**src/rtl/urm_regs.vh**
```
// Register offsets, field positions and reset values for the UART register bank
`ifndef URM_REGS_VH
`define URM_REGS_VH
`define URM_A_RXTX      3'h0
`define URM_A_IER       3'h1
`define URM_A_ISR       3'h2
`define URM_A_LCR       3'h3
`define URM_A_MCR       3'h4
`define URM_A_LSR       3'h5
`define URM_A_MSR       3'h6
`define URM_A_SPR       3'h7
`define URM_A_EFR       3'h2
`define URM_A_RES1      3'h4
`define URM_A_RES2      3'h5
`define URM_A_PAU1      3'h6
`define URM_A_PAU2      3'h7
`define URM_LCR_DIV     7
`define URM_LCR_KEY     8'hbf
`define URM_EFR_ENH     4
`define URM_XFR_LSRMODE 3
`define URM_IER_RX      0
`define URM_IER_TX      1
`define URM_IER_LS      2
`define URM_IER_MS      3
`define URM_FCR_EN      0
`define URM_ZERO8       8'h00
`define URM_LCR_RST     8'h03
`define URM_ISR_NONE    4'h1
`define URM_ISR_LS      4'h6
`define URM_ISR_RXTO    4'hc
`define URM_ISR_RX      4'h4
`define URM_ISR_TX      4'h2
`define URM_ISR_MS      4'h0
`define URM_IER_LOW_M   8'h0f
`define URM_REVISION    8'h5a
`define URM_DEV_ID      8'h3c
`endif

```
**src/rtl/urm_regbank.v**
```verilog
// UART register bank with interrupt enables, line status and source encoding
`timescale 1ns/10ps
`include "urm_regs.vh"

module urm_regbank (
	// Clock and reset
	input  wire       i_clock,
	input  wire       i_sys_rst,
	// Host parallel bus
	input  wire [2:0] i_addr,
	input  wire [7:0] i_wdata,
	input  wire       i_wr,
	input  wire       i_rd,
	output reg  [7:0] o_rdata,
	// Receive datapath status
	input  wire       i_rx_push,
	input  wire       i_rx_empty,
	input  wire       i_rx_at_trigger,
	input  wire       i_rx_timeout,
	input  wire       i_rx_overrun,
	input  wire [2:0] i_rx_head_err,
	input  wire [2:0] i_rx_push_err,
	input  wire       i_rx_any_err,
	// Transmit datapath and modem status
	input  wire       i_tx_empty,
	input  wire       i_tx_below_trigger,
	input  wire       i_tsr_empty,
	input  wire       i_modem_pending,
	// Configuration toward the datapath
	output reg  [7:0] o_line_control,
	output reg  [7:0] o_baud_divisor_low,
	output reg  [7:0] o_baud_divisor_high,
	output reg  [7:0] o_enhanced_function_ctrl,
	output reg  [7:0] o_flow_resume_char_1,
	output reg  [7:0] o_flow_resume_char_2,
	output reg  [7:0] o_flow_pause_char_1,
	output reg  [7:0] o_flow_pause_char_2,
	output reg  [7:0] o_interrupt_enable_mask,
	output reg  [7:0] o_fifo_control,
	output reg  [7:0] o_modem_control,
	output reg  [7:0] o_extra_feature_ctrl,
	output reg  [7:0] o_infrared_pulse_width,
	output reg  [7:0] o_scratch,
	// Interrupt request, priority-encoded source and line status
	output wire       o_irq,
	output wire [3:0] o_source_code,
	output wire [7:0] o_line_status
);

	wire key_open = (o_line_control == `URM_LCR_KEY);
	wire div_open = o_line_control[`URM_LCR_DIV] & ~key_open;
	wire enh      = o_enhanced_function_ctrl[`URM_EFR_ENH];
	wire fifo_on  = o_fifo_control[`URM_FCR_EN];
	wire xfr_push = o_extra_feature_ctrl[`URM_XFR_LSRMODE];

	reg        data_ready;
	reg        overrun;
	reg  [2:0] err_push;
	reg        ls_pend;
	reg        tx_pend;
	reg        tx_empty_q;
	// Last error type seen, so bits 2-4 raise the line interrupt when they change to a nonzero value
	reg  [2:0] err_q;

	wire wr_std = i_wr & ~o_line_control[`URM_LCR_DIV];
	wire rd_std = i_rd & ~o_line_control[`URM_LCR_DIV];
	wire rd_lsr = rd_std & (i_addr == `URM_A_LSR);
	wire rd_isr = rd_std & (i_addr == `URM_A_ISR);
	wire wr_thr = wr_std & (i_addr == `URM_A_RXTX);
	wire wr_ier = wr_std & (i_addr == `URM_A_IER);

	wire [2:0] err_now = xfr_push ? err_push : i_rx_head_err;

	// ready / overrun / error type / tx and fifo flags
	assign o_line_status = {i_rx_any_err & fifo_on, i_tsr_empty & i_tx_empty, i_tx_empty,
		err_now, overrun, data_ready};

	// upper enables effective only when enhanced
	wire [7:0] ier_eff = enh ? o_interrupt_enable_mask
		: (o_interrupt_enable_mask & `URM_IER_LOW_M);

	wire rx_src = ier_eff[`URM_IER_RX] & (fifo_on ? i_rx_at_trigger : data_ready);
	wire to_src = ier_eff[`URM_IER_RX] & fifo_on & i_rx_timeout;
	wire ls_src = ier_eff[`URM_IER_LS] & ls_pend;
	wire tx_src = ier_eff[`URM_IER_TX] & tx_pend;
	wire ms_src = ier_eff[`URM_IER_MS] & i_modem_pending;

	assign o_source_code = ls_src ? `URM_ISR_LS :
		to_src ? `URM_ISR_RXTO :
		rx_src ? `URM_ISR_RX :
		tx_src ? `URM_ISR_TX :
		ms_src ? `URM_ISR_MS : `URM_ISR_NONE;
	assign o_irq = ls_src | to_src | rx_src | tx_src | ms_src;

	wire tx_cond = fifo_on ? i_tx_below_trigger : i_tx_empty;

	always @(posedge i_clock) begin
		if (i_sys_rst) begin
			o_line_control           <= `URM_LCR_RST;
			o_baud_divisor_low       <= `URM_ZERO8;
			o_baud_divisor_high      <= `URM_ZERO8;
			o_enhanced_function_ctrl <= `URM_ZERO8;
			o_flow_resume_char_1     <= `URM_ZERO8;
			o_flow_resume_char_2     <= `URM_ZERO8;
			o_flow_pause_char_1      <= `URM_ZERO8;
			o_flow_pause_char_2      <= `URM_ZERO8;
			o_interrupt_enable_mask  <= `URM_ZERO8;
			o_fifo_control           <= `URM_ZERO8;
			o_modem_control          <= `URM_ZERO8;
			o_extra_feature_ctrl     <= `URM_ZERO8;
			o_infrared_pulse_width   <= `URM_ZERO8;
			o_scratch                <= `URM_ZERO8;
			data_ready               <= 1'b0;
			overrun                  <= 1'b0;
			err_push                 <= 3'h0;
			ls_pend                  <= 1'b0;
			tx_pend                  <= 1'b0;
			tx_empty_q               <= 1'b0;
			err_q                    <= 3'h0;
		end else begin
			tx_empty_q <= tx_cond;
			err_q      <= err_now;
			if (i_wr) begin
				if (i_addr == `URM_A_LCR) begin
					o_line_control <= i_wdata;
				end else if (key_open) begin
					// whole byte stored in field order
					if (i_addr == `URM_A_EFR) begin
						o_enhanced_function_ctrl <= i_wdata;
					end else if (i_addr == `URM_A_RES1) begin
						o_flow_resume_char_1 <= i_wdata;
					end else if (i_addr == `URM_A_RES2) begin
						o_flow_resume_char_2 <= i_wdata;
					end else if (i_addr == `URM_A_PAU1) begin
						o_flow_pause_char_1 <= i_wdata;
					end else if (i_addr == `URM_A_PAU2) begin
						o_flow_pause_char_2 <= i_wdata;
					end
				end else if (o_line_control[`URM_LCR_DIV]) begin
					if (i_addr == `URM_A_RXTX) begin
						o_baud_divisor_low <= i_wdata;
					end else if (i_addr == `URM_A_IER) begin
						o_baud_divisor_high <= i_wdata;
					end
				end else if (i_addr == `URM_A_IER) begin
					o_interrupt_enable_mask <= i_wdata;
				end else if (i_addr == `URM_A_ISR) begin
					// Other fifo-control bits only program with the enable bit set
					if (i_wdata[`URM_FCR_EN])
						o_fifo_control <= i_wdata;
					else
						o_fifo_control <= `URM_ZERO8;
				end else if (i_addr == `URM_A_MCR) begin
					o_modem_control <= i_wdata;
				end else if (i_addr == `URM_A_LSR) begin
					if (enh)
						o_extra_feature_ctrl <= i_wdata;
				end else if (i_addr == `URM_A_MSR) begin
					if (enh)
						o_infrared_pulse_width <= i_wdata;
				end else if (i_addr == `URM_A_SPR) begin
					o_scratch <= i_wdata;
				end
			end

			// ready set on push, cleared when empty; push wins
			if (i_rx_push)
				data_ready <= 1'b1;
			else if (i_rx_empty)
				data_ready <= 1'b0;

			if (i_rx_push)
				err_push <= i_rx_push_err;
			else if (rd_lsr)
				err_push <= 3'h0;

			// overrun sticky, set wins over clear
			if (i_rx_overrun)
				overrun <= 1'b1;
			else if (rd_lsr)
				overrun <= 1'b0;

			if (i_rx_overrun | ((err_now != err_q) & (|err_now))
				| (xfr_push & i_rx_push & (|i_rx_push_err)))
				ls_pend <= 1'b1;
			else if (rd_lsr)
				ls_pend <= 1'b0;

			if ((tx_cond & ~tx_empty_q) |
				(wr_ier & i_wdata[`URM_IER_TX] & ~o_interrupt_enable_mask[`URM_IER_TX]
				& tx_cond))
				tx_pend <= 1'b1;
			else if (rd_isr | wr_thr | ~tx_cond)
				tx_pend <= 1'b0;
		end
	end

	// revision and identifier when divisor is zero
	wire div_zero = (o_baud_divisor_low == `URM_ZERO8) & (o_baud_divisor_high == `URM_ZERO8);
	wire [1:0] isr_fifo = {fifo_on, fifo_on};

	always @(posedge i_clock) begin
		if (i_sys_rst) begin
			o_rdata <= `URM_ZERO8;
		end else if (i_rd) begin
			if (key_open & (i_addr == `URM_A_EFR)) begin
				o_rdata <= o_enhanced_function_ctrl;
			end else if (key_open & (i_addr == `URM_A_RES1)) begin
				o_rdata <= o_flow_resume_char_1;
			end else if (key_open & (i_addr == `URM_A_RES2)) begin
				o_rdata <= o_flow_resume_char_2;
			end else if (key_open & (i_addr == `URM_A_PAU1)) begin
				o_rdata <= o_flow_pause_char_1;
			end else if (key_open & (i_addr == `URM_A_PAU2)) begin
				o_rdata <= o_flow_pause_char_2;
			end else if (i_addr == `URM_A_LCR) begin
				o_rdata <= o_line_control;
			end else if (div_open & (i_addr == `URM_A_RXTX)) begin
				o_rdata <= div_zero ? `URM_REVISION : o_baud_divisor_low;
			end else if (div_open & (i_addr == `URM_A_IER)) begin
				o_rdata <= div_zero ? `URM_DEV_ID : o_baud_divisor_high;
			end else if (o_line_control[`URM_LCR_DIV]) begin
				o_rdata <= `URM_ZERO8;
			end else if (i_addr == `URM_A_IER) begin
				o_rdata <= ier_eff;
			end else if (i_addr == `URM_A_ISR) begin
				o_rdata <= {isr_fifo, 2'b00, o_source_code};
			end else if (i_addr == `URM_A_MCR) begin
				o_rdata <= o_modem_control;
			end else if (i_addr == `URM_A_LSR) begin
				o_rdata <= o_line_status;
			end else if (i_addr == `URM_A_SPR) begin
				o_rdata <= o_scratch;
			end else begin
				o_rdata <= `URM_ZERO8;
			end
		end
	end

endmodule

```
**config.mk**
```make
export PLATFORM = sky130hd
export DESIGN_NAME = urm_regbank
export DESIGN_NICKNAME = d
export VERILOG_FILES = /design/src/rtl/urm_regbank.v
export VERILOG_INCLUDE_DIRS = /design/src /design/src/rtl
export SDC_FILE = /design/constraint.sdc
export NUM_CORES = 1
export LEC_CHECK = 0
export BUFFER_PORTS_ARGS = -buffer_cell sky130_fd_sc_hd__buf_4
export CAP_MARGIN = 20
export CORE_MARGIN = 1.5
export CORE_UTILIZATION = 40
export DETAILED_ROUTE_END_ITERATION = 6
export SETUP_SLACK_MARGIN = 0.02
export SLEW_MARGIN = 20
export SYNTH_ARGS = -nofsm -noshare
export SYNTH_HDL_FRONTEND = slang
export SYNTH_SLANG_ARGS = --single-unit
```
**constraint.sdc**
```tcl
create_clock -name i_clock -period 4.1 [get_ports i_clock]
set_input_delay 0.41 -clock i_clock [delete_from_list [all_inputs] [get_ports i_clock]]
set_output_delay 0.41 -clock i_clock [all_outputs]
set_load 0.01 [all_outputs]
```
# Word-level counts from Yosys, hierarchy flattened
# Index checks and enable logic that the tools add are counted.
[word_totals]
regBits = 131
input_bits = 31
out_inout_bits = 133
wordCells = 141
[op_classes]
eq_ne = 9
muxes = 35
bitwise = 51
n_reduce_logical = 24
[ops]
columns = ["operator", "n"]
rows = [
  ["$mux W8", 18],
  ["$and A1 B1 Y1", 30],
  ["$reduce_and A10 Y1", 2],
  ["$reduce_and A6 Y1", 3],
  ["$logic_not A8 Y1", 2],
  ["$reduce_and A5 Y1", 3],
  ["$reduce_and A7 Y1", 2],
  ["$eq A3 B3 Y1 const B", 4],
  ["$mux W3", 4],
  ["$not A1 Y1", 12],
  ["$mux W1", 10],
  ["$reduce_bool A2 Y1", 5],
  ["$or A1 B1 Y1", 9],
  ["$reduce_and A9 Y1", 1],
  ["$eq A8 B8 Y1 const B", 1],
  ["$mux W4", 2],
  ["$reduce_and A8 Y1", 1],
  ["$eq A3 B2 Y1 const B", 2],
  ["$reduce_or A3 Y1", 2],
  ["$reduce_and A4 Y1", 1],
  ["$eq A3 B1 Y1 const B", 1],
  ["$logic_not A3 Y1", 1],
  ["$ne A3 B3 Y1", 1],
  ["$mux W2", 1],
  ["$reduce_and A2 Y1", 1],
]

# Depth between registers and ports, before layout
# Gate-level depths: netlist of the first run.
[depth]
word_depth = 18
ltp_mapped = 8
mapped_depth_nobuf = 6

# Worst setup path after synthesis of the first run
# OpenSTA, ideal clock, no wires.
[synth_path]
path_type = "input to register"
from = "input i_addr[1]"
to = "register o_rdata[1]"
arrival_ps = 1599
path_slack_ps = 2366
cell_stages = 7
path_buffers = 2
path_cell_list = "buf_4 and2_1 clkbuf_1 a22o_1 a221o_1 a31oi_1 o32ai_1"
[synth_via]
elab_chain_len = 15
[synth_lines]
columns = ["item", "line_no", "rtl"]
rows = [
  ["from (decl)", "urm_regbank.v:10", "input wire [2:0] i_addr,"],
  ["$eq A3 B3 Y1 (no source line)", "n/a", ""],
  ["$mux W8", "urm_regbank.v:232", "end else if (i_addr == `URM_A_SPR) begin"],
  ["$mux W8", "urm_regbank.v:230", "end else if (i_addr == `URM_A_LSR) begin"],
  ["$mux W8", "urm_regbank.v:228", "end else if (i_addr == `URM_A_MCR) begin"],
  ["$mux W8", "urm_regbank.v:226", "end else if (i_addr == `URM_A_ISR) begin"],
  ["$mux W8", "urm_regbank.v:224", "end else if (i_addr == `URM_A_IER) begin"],
  ["$mux W8", "urm_regbank.v:222", "end else if (o_line_control[`URM_LCR_DIV]) begin"],
  ["$mux W8", "urm_regbank.v:220", "end else if (div_open & (i_addr == `URM_A_IER)) begin"],
  ["$mux W8", "urm_regbank.v:218", "end else if (div_open & (i_addr == `URM_A_RXTX)) begin"],
  ["$mux W8", "urm_regbank.v:216", "end else if (i_addr == `URM_A_LCR) begin"],
  ["$mux W8", "urm_regbank.v:214", "end else if (key_open & (i_addr == `URM_A_PAU2)) begin"],
  ["$mux W8", "urm_regbank.v:212", "end else if (key_open & (i_addr == `URM_A_PAU1)) begin"],
  ["$mux W8", "urm_regbank.v:210", "end else if (key_open & (i_addr == `URM_A_RES2)) begin"],
  ["$mux W8", "urm_regbank.v:208", "end else if (key_open & (i_addr == `URM_A_RES1)) begin"],
  ["$mux W8 *", "urm_regbank.v:206", "if (key_open & (i_addr == `URM_A_EFR)) begin"],
  ["to (signal assigned)", "urm_regbank.v:207", "o_rdata <= o_enhanced_function_ctrl;"],
  ["to (signal assigned)", "urm_regbank.v:209", "o_rdata <= o_flow_resume_char_1;"],
  ["to (signal assigned)", "urm_regbank.v:211", "o_rdata <= o_flow_resume_char_2;"],
  ["to (decl)", "urm_regbank.v:14", "output reg [7:0] o_rdata,"],
]
# Every way passes the cells marked *; elsewhere a longest branch is shown, timed or not.
# A chain may end at the register's enable or synchronous reset.

# Worst setup path in the final report of the first run
[layout_path]
from = "register o_line_control[7]"
to = "register o_baud_divisor_high[7]"
[layout_via]
elab_chain_len = 3
[layout_lines]
columns = ["item", "line_no", "rtl"]
rows = [
  ["from (decl)", "urm_regbank.v:30", "output reg [7:0] o_line_control,"],
  ["from (signal assigned)", "urm_regbank.v:99", "o_line_control <= `URM_LCR_RST;"],
  ["from (signal assigned)", "urm_regbank.v:125", "o_line_control <= i_wdata;"],
  ["$eq A8 B8 Y1 (no source line)", "n/a", ""],
  ["$not A1 Y1 (no source line)", "n/a", ""],
  ["$reduce_and A6 Y1 (no source line) *", "n/a", ""],
  ["to (signal assigned)", "urm_regbank.v:101", "o_baud_divisor_high <= `URM_ZERO8;"],
  ["to (signal assigned)", "urm_regbank.v:143", "o_baud_divisor_high <= i_wdata;"],
  ["to (decl)", "urm_regbank.v:32", "output reg [7:0] o_baud_divisor_high,"],
]
# Marked as above.

==> run metrics, run 1 <==
DRC violations left=0; final net count=around 940; Worst-path clk slew=~0.06 ns; Compound-Gate Fraction of Synth Area=20.5%; Critical Path Max Stage Delay=between 0.8 and 0.9 ns; Die W=roughly 130 um; Die H=130 um; R2R Setup Slk=about 1.5 ns; Lkg Pwr=3.25 nW; CORE AREA=approximately 16,000 sq um; hold path endpoint=overrun; Reg-to-Reg End=o_baud_divisor_high[7]; drt wl/cell=20.5 um; pin count of the biggest net entering global routing=86; die area=~17,000 sq um; Crit Path Class=flip-flop to flip-flop; #FFs+latches synth=131; Worst Setup Start Kind=flip-flop; Final Hold Viols=0; multiplexer share of the synthesized area=under 10%; Bufs on Longest Clock Path=2; largest fanout on the critical path=17; Final Critical Period=approximately 2.6 ns; ANT cells=0; cells on worst reg2reg path=5; final hold slack=between 0.15 and 0.2 ns; commonest non-fill, non-tap cells in the layout=165 x buf_4, 131 x dfxtp_1, 112 x nand2_1; Clock Latency Late Sink=0.43 ns; Syn Inst Count=between 700 and 800; slowest CP cell=o211ai_1; syn_area_per_cell=~8.3 sq um; FP Rows=between 40 and 50; Slew Limit Fails=0; status=finished clean; Final HPWL DP=between 15,000 and 20,000 um; combinational family with the most area after synthesis=simple AND/OR/NAND/NOR gates; hold_buf cts=0; Max-Cap Viols=0; Simple-Gate Fraction of Synth Area=between 20% and 30%; Root Driver=clkbuf_16; GRT Overall Usage=approximately 27%; Max-slew headroom=roughly two fifths; Ys Warns=0; vias in the first global route=5,724; initial antenna violation count=0; hold crit path type=input pin to flip-flop; register area share after synthesis=about two fifths; Worst Path Arrival=between 2 and 3 ns; Post-DRT Antenna Nets=0; Synth cell types=73; pwr dens=381 nW/um^2; Post-Synth XOR/XNOR Area=less than 1%; first-pass GRT wire length=34,600 um; synthesized area=between 6000 and 7000 sq um; peak supply drop=between 0.3 and 0.4 mV; FF-to-FF Start=o_line_control[7]; Initial DRC Count=694; WHS Path Cells=3; setup TNS=0 ns; Num CTS Buffers=17; Post-synth EDFFs=0; CTS tree=built; Area growth syn-to-layout=28.0%; clk_skew=roughly 0.009 ns; worst slew pin tran=just over 0.9 ns; TritonRoute pass-1 iters=5; unrepaired setup endpoints after global routing=no; post_cts resized=0; grt ovf=0; commonest non-fill, non-tap cell in the layout=buf_4; initial core utilization=around 41%; Mapped Nets=just over 800; DR vias=about 6,400; final WL=between 20,000 and 25,000 um; Clock Sinks=131; worst hold start=i_rx_overrun; Setup Buffers After CTS=0; Top Ports=164; share of cells above drive strength 1=24.9%; Max Freq=slightly below 0.4 GHz; Async SR Flop Fraction=0%; Pwr Total=3.16 mW; Req. time, crit path=4.39 ns; period utilization=62.2%; H-tree depth=4; worst-path cell chain=nand4b_4 > o211ai_1 > nor2_1 > nand2_1 > a21oi_1; Final setup viols=0; post-synthesis adder-cell area fraction=0%; ys flop type=dfxtp_1; routed vias/inst=roughly 5.6; Worst Setup End Kind=flip-flop; GPL Wtd Cong=approximately 0.96; Port Buf Inserts=163
[layout make-up]
cell class	count	area, sq um
clock buffer	19	453
clock inverter	13	158
fill	1573	7540
inverter	13	48.8
multi-input combinational	576	3480
sequential	131	2620
tap	216	270
timing repair buffer	166	1260
[cell usage after synthesis, drive strengths merged (4+ instances only)]
| library cell | instances | area, sq um |
|---|---|---|
| and2 | 8 | 50.1 |
| o211ai | 10 | 75.1 |
| buf | 29 | 200 |
| clkbuf | 34 | 128 |
| nor3 | 7 | 62.6 |
| a311oi | 8 | 70.1 |
| nand2b | 9 | 63.8 |
| nand3 | 26 | 150 |
| dfxtp | 131 | 2620 |
| nor2b | 9 | 56.3 |
| nor2 | 79 | 327 |
| o21ai | 56 | 284 |
| nor3b | 7 | 62.6 |
| a22oi | 4 | 30.0 |
| inv | 13 | 48.8 |
| and3 | 10 | 62.6 |
| mux2 | 4 | 45.0 |
| a31oi | 8 | 50.1 |
| nand2 | 112 | 420 |
| a21oi | 86 | 430 |
| o221ai | 4 | 35.0 |
| nor4 | 6 | 37.5 |
| o32ai | 4 | 35.0 |
| nand3b | 7 | 52.6 |
| mux2i | 56 | 561 |
[how the worst max path moves through the flow]
stage | start | to | slack, ns | depth (start not counted)
2_1_floorplan | i_addr[1] | o_rdata[1] | 2.37 | 7
3_3_place_gp | i_addr[0] | o_baud_divisor_high[7] | 1.28 | 6
3_5_place_dp | i_addr[0] | o_baud_divisor_high[3] | 1.17 | 6
4_1_cts | o_line_control[7] | o_baud_divisor_high[6] | 1.60 | 5
5_1_grt | o_line_control[7] | o_baud_divisor_high[3] | 1.37 | 5
6_report | o_line_control[7] | o_baud_divisor_high[7] | 1.55 | 5
[stage by stage]
stage / setup slack, ns / util [%] / area (sq um) / std cells
floorplan: 2.37 / - / 6480 / 783
global placement: 1.28 / 48.5 / 7680 / 1102
detailed placement: 1.17 / 48.5 / 7680 / 1102
CTS: 1.60 / 52.4 / 8290 / 1134
global route: 1.37 / 52.4 / 8290 / 1134
finish: 1.55 / 52.4 / 8290 / 1134
[worst max-delay path: cells and delay by family, from the launching register on]
| family | cells | cell delay (ns) |
|---|---|---|
| AND/OR/NAND/NOR | 3 | 0.78 |
| flip-flops | 1 | 0.74 |
| AO/OA/AOI/OAI | 2 | 0.89 |
[report_power, final]
part	internal, mW	total (mW)	switching, mW	leakage (nW)
logic	0.0947	0.270	0.175	1.90
clock network	0.985	1.57	0.590	0.291
registers	1.29	1.31	0.0216	1.06
[kinds of logic (layout without fill, tap and decap cells)]
kind of cell           after synthesis  after routing
multiplexers                        60             60
buffers and inverters               76            211
flip-flops                         131            131
AO/OA/AOI/OAI                      217            217
AND/OR/NAND/NOR                    297            297
XOR/XNOR                             2              2
[per-layer routing]
layer  up-vias  wire length, um  GRT usage, %
met3        33             1680          6.07
met4         0              377          9.08
met1      3038            10300          37.9
met5         -                0             0
met2       286            10800          42.3
li1       3049                -             -
Power figures use the tool's default switching activity.
==> inputs of run 2 (changes only) <==
PLACE_DENSITY = 0.65   (was default)
clock period = 2.06 ns   (was 4.1 ns; I/O delays follow)
==> run metrics, run 2 (synthesized netlist as in run 1, its figures left out) <==
clk_skew=0.00783 ns (was 0.00917 ns); CTS tree=built (unchanged); Lkg Pwr=3.48 nW (was 3.25 nW); pwr dens=740 nW/um^2 (was 381 nW/um^2); routed vias/inst=5.62 (was 5.65); unrepaired setup endpoints after global routing=no (unchanged); share of cells above drive strength 1=28.5% (was 24.9%); vias in the first global route=6,095 (was 5,724); Clock Latency Late Sink=0.43 ns (about the same); fin worst setup slack=0.112 ns (was 1.55 ns); Pwr Total=6.40 mW (was 3.16 mW); R2R Setup Slk=0.11 ns (was 1.55 ns); GPL Wtd Cong=0.965 (was 0.955); FF-to-FF Start=o_baud_divisor_low[6] (was o_line_control[7]); Max Freq=0.513 GHz (was 0.392 GHz); Worst Path Arrival=2.25 ns (was 2.84 ns); Final Hold Viols=0 (unchanged); worst setup path end=o_rdata[0] (was o_baud_divisor_high[7]); Req. time, crit path=2.36 ns (was 4.39 ns); final WL=23,900 um (was 23,200 um); drt wl/cell=20.3 um (was 20.5 um); cells on worst reg2reg path=6 (was 5); hold crit path type=input pin to flip-flop (unchanged); Final setup viols=0 (unchanged); TritonRoute pass-1 iters=6 (was 5); Root Driver=clkbuf_16 (unchanged); Worst Setup End Kind=flip-flop (unchanged); Final Critical Period=1.95 ns (was 2.55 ns); period utilization=94.6% (was 62.2%); first-pass GRT wire length=36,100 um (was 34,600 um); final core occ=54.6% (was 52.4%); Max-Cap Viols=0 (unchanged); initial antenna violation count=0 (unchanged); Setup Buffers After CTS=0 (unchanged); final hold slack=0.0478 ns (was 0.196 ns); Bufs on Longest Clock Path=2 (unchanged); largest fanout on the critical path=4 (was 17); # placed instances=1,147 (was 1,102); Critical Path Max Stage Delay=0.54 ns (was 0.82 ns); Slew Limit Fails=0 (unchanged); setup TNS=0 ns (unchanged); Die W=130 um (unchanged); worst slew pin tran=0.569 ns (was 0.926 ns); cell area after placement=8020 sq um (was 7680 sq um); peak supply drop=0.582 mV (was 0.302 mV); slowest CP cell=nor4_1 (was o211ai_1); Worst-path clk slew=0.06 ns (about the same); pre-CTS WS=0.171 ns (was 1.17 ns); H-tree depth=4 (unchanged); status=finished clean (unchanged); initial core utilization=40.9% (unchanged); Die H=130 um (unchanged); CP startpoint=o_baud_divisor_low[6] (was o_line_control[7]); grt ovf=0 (unchanged); DR vias=6,624 (was 6,406); Max-slew headroom=61.7% (was 38.0%); DRC violations left=0 (unchanged); Initial DRC Count=631 (was 694); FP Rows=46 (unchanged); Final HPWL DP=16,900 um (was 16,000 um); final cell count without fillers=1,179 (was 1,134); Clock Sinks=131 (unchanged); Crit Path Class=flip-flop to flip-flop (unchanged); Post-DRT Antenna Nets=0 (unchanged); final instance area=8640 sq um (was 8290 sq um); ANT cells=0 (unchanged); Reg-to-Reg End=o_rdata[0] (was o_baud_divisor_high[7]); commonest non-fill, non-tap cell in the layout=buf_4 (unchanged); Port Buf Inserts=163 (unchanged); Worst Setup Start Kind=flip-flop (unchanged); GRT Overall Usage=28.5% (was 27.4%); worst-path cell chain=nor4_1 > and4_1 > nor3b_1 > o31ai_1 > buf_4 > a21oi_1 (was nand4b_4 > o211ai_1 > nor2_1 > nand2_1 > a21oi_1); die area=17,000 sq um (unchanged); commonest non-fill, non-tap cells in the layout=210 x buf_4, 130 x dfxtp_1, 112 x nand2_1 (was 165 x buf_4, 131 x dfxtp_1, 112 x nand2_1); CORE AREA=15,800 sq um (unchanged); Area growth syn-to-layout=33.5% (was 28.0%); Top Ports=164 (unchanged); final net count=982 (was 936); Num CTS Buffers=17 (unchanged); pin count of the biggest net entering global routing=48 (was 86)
==> run 2: layout make-up <==
class | instances | area [sq um]
fill | 1526 | 7180
tap | 216 | 270
clock buffer | 18 | 429
timing repair buffer | 212 | 1610
clock inverter | 13 | 185
inverter | 13 | 48.8
sequential | 131 | 2620
multi-input combinational | 576 | 3480
==> run 2: power by group <==
group	internal, mW	switching (mW)	total (mW)
Sequential	2.57	0.0388	2.61
Clock	2.02	1.19	3.21
Combinational	0.216	0.362	0.578
==> run 2: worst min path at each step <==
stage,startpoint,end,slack (ns),depth (start not counted)
after floorplan,i_rx_push,data_ready,0.32,2
after global placement,tx_empty_q,tx_pend,0.42,1
after CTS,i_rx_push_err[1],err_push[1],0.04,3
final,i_rx_push_err[1],err_push[1],0.05,3
after detailed placement,tx_empty_q,tx_pend,0.43,1
after global routing,i_rx_push_err[0],err_push[0],0.06,3
==> run 2: metal layers <==
metal,vias up,wire [um],global-route usage (%)
li1,3125,-,-
met1,3150,10800,39.7
met2,308,10900,44.1
met3,41,1640,5.49
met4,0,527,9.41
met5,-,0,0
==> run 2: timing repair <==
| item | 4_1_cts | 5_1_grt |
|---|---|---|
| hold buffers | 1 | 0 |
| gates resized for setup | 0 | 3 |
| endpoints found under the hold margin | 1 | 0 |
| endpoints found under the setup margin | 0 | 2 |
==> run 2: critical path: cells and delay by family (launching register included) <==
kind / cells / cell delay (ns)
and+or+nand+nor: 3 / 1.00
AOI/OAI and AO/OA: 2 / 0.34
DFF: 1 / 0.32
buffers and inverters: 1 / 0.17
==> inputs of run 3 (changes only) <==
CORE_ASPECT_RATIO = 0.9   (was default)
PLACE_DENSITY = default   (was 0.65)
clock period = 2 ns   (was 2.06 ns; I/O delays follow)
==> run metrics, run 3 (synthesized netlist as in run 1, its figures left out) <==
status=finished clean (unchanged); largest fanout on the critical path=6 (was 4); fin worst setup slack=0.0722 ns (was 0.112 ns); period utilization=96.4% (was 94.6%); final WL=26,200 um (was 23,900 um); Max-Cap Viols=0 (unchanged); R2R Setup Slk=0.07 ns (was 0.11 ns); GPL Wtd Cong=0.952 (was 0.965); Clock Latency Late Sink=0.42 ns (was 0.43 ns); Lkg Pwr=3.45 nW (was 3.48 nW); Area growth syn-to-layout=33.5% (about the same); Die H=124 um (was 130 um); Initial DRC Count=850 (was 631); vias in the first global route=6,449 (was 6,095); first-pass GRT wire length=39,100 um (was 36,100 um); cells on worst reg2reg path=6 (unchanged); hold crit path type=input pin to flip-flop (unchanged); share of cells above drive strength 1=29.2% (was 28.5%); FP Rows=43 (was 46); Final HPWL DP=18,500 um (was 16,900 um); Die W=137 um (was 130 um); drt wl/cell=22.5 um (was 20.3 um); Post-DRT Antenna Nets=0 (unchanged); Bufs on Longest Clock Path=2 (unchanged); pre-CTS WS=0.0209 ns (was 0.171 ns); DRC violations left=0 (unchanged); Req. time, crit path=2.33 ns (was 2.36 ns); H-tree depth=4 (unchanged); DR vias=6,870 (was 6,624); worst setup path end=o_rdata[1] (was o_rdata[0]); Root Driver=clkbuf_16 (unchanged); Clock Sinks=131 (unchanged); worst slew pin tran=0.590 ns (was 0.569 ns); Final setup viols=0 (unchanged); filler instances=1,484 (was 1,526); peak supply drop=0.585 mV (was 0.582 mV); Crit Path Class=flip-flop to flip-flop (unchanged); Worst Path Arrival=2.25 ns (about the same); routed vias/inst=5.92 (was 5.62); Reg-to-Reg End=o_rdata[1] (was o_rdata[0]); FF-to-FF Start=o_line_control[5] (was o_baud_divisor_low[6]); GRT Overall Usage=31.3% (was 28.5%); Num CTS Buffers=17 (unchanged); Max-slew headroom=60.6% (was 61.7%); setup TNS=0 ns (unchanged); routing usage on met2=45.9% (was 44.1%); Worst Setup Start Kind=flip-flop (unchanged); Slew Limit Fails=0 (unchanged); CORE AREA=15,600 sq um (was 15,800 sq um); met1 usage=45.2% (was 39.7%); Final Critical Period=1.93 ns (was 1.95 ns); met3 usage=6.84% (was 5.49%); CP startpoint=o_line_control[5] (was o_baud_divisor_low[6]); final net count=977 (was 982); initial core utilization=41.5% (was 40.9%); commonest non-fill, non-tap cell in the layout=buf_4 (unchanged); unrepaired setup endpoints after global routing=no (unchanged); Worst-path clk slew=0.06 ns (about the same); pwr dens=756 nW/um^2 (was 740 nW/um^2); worst hold start=i_rx_overrun (was i_rx_push_err[1]); die area=17,000 sq um (about the same); initial antenna violation count=0 (unchanged); TritonRoute pass-1 iters=6 (unchanged); Max Freq=0.519 GHz (was 0.513 GHz); Top Ports=164 (unchanged); Port Buf Inserts=163 (unchanged); GRT Max-Usage Layer=met2 (unchanged); ANT cells=0 (unchanged); Final Hold Viols=0 (unchanged); Worst Setup End Kind=flip-flop (unchanged); CTS tree=built (unchanged); clk_skew=0.0106 ns (was 0.00783 ns); pin count of the biggest net entering global routing=133 (was 48); commonest non-fill, non-tap cells in the layout=204 x buf_4, 128 x dfxtp_1, 112 x nand2_1 (was 210 x buf_4, 130 x dfxtp_1, 112 x nand2_1); grt ovf=0 (unchanged); hold_buf cts=0 (was 1)
run 3: cell count changes in the layout (fill, tap and decap cells not counted), sizes merged:
cell,previous run,this run
inv,14,20
buf,211,207
clkinvlp,5,2
bufinv,4,2
dlygate4sd3,1,0
run 3: worst min-delay path by stage:
stage	to	slack [ns]	cells past startpoint
floorplan	data_ready	0.32	2
global placement	tx_pend	0.42	1
detailed placement	overrun	0.43	3
CTS	overrun	0.006	3
global route	overrun	0.01	3
finish	overrun	0.02	3
run 3: layout make-up:
cell class / count / area (sq um) / area share (%)
clock buffers: 18 / 439 / 5.08
inverters: 13 / 48.8 / 0.564
repair buffers: 207 / 1590 / 18.4
well taps: 202 / 253 / 2.92
flip-flops and latches: 131 / 2630 / 30.4
multi-input cells: 576 / 3520 / 40.7
clock inverters: 14 / 168 / 1.94
run 3: power breakdown:
part | switching, mW | total (mW) | internal (mW)
Sequential | 0.0414 | 2.69 | 2.65
Combinational | 0.399 | 0.629 | 0.230
Clock | 1.31 | 3.22 | 1.91
run 3: per-stage QoR:
step / power (mW) / util, % / hold slack [ns] / cells / cell area (sq um)
2_1_floorplan: 3.08 / - / 0.317 / 783 / 6480
3_3_place_gp: 3.35 / 51.2 / 0.424 / 1128 / 7990
3_5_place_dp: 3.36 / 51.2 / 0.432 / 1128 / 7990
4_1_cts: 6.55 / 55.1 / 0.00608 / 1160 / 8590
5_1_grt: 6.74 / 55.4 / 0.00969 / 1161 / 8650
6_report: 6.54 / 55.4 / 0.0164 / 1161 / 8650
run 3: what timing repair did:
action / CTS / global route
endpoints found under the setup margin: 0 / 41
resized for setup: 0 / 13
setup buffers: 0 / 1
run 3: layer usage:
metal / vias up / routed length (um) / part of all wire, %
met5: - / 0 / 0
met4: 0 / 603 / 2.3
met3: 46 / 2290 / 8.7
met2: 354 / 11400 / 44
met1: 3350 / 11800 / 45
li1: 3120 / - / -
run 3: worst max-delay path, stage by stage, from the launching register on:
cell and delay (ns):
dfxtp_1 0.46, and4b_1 0.35, nand3_2 0.18, buf_4 0.22, o211ai_1 0.25, a31oi_1 0.13, o32ai_1 0.25
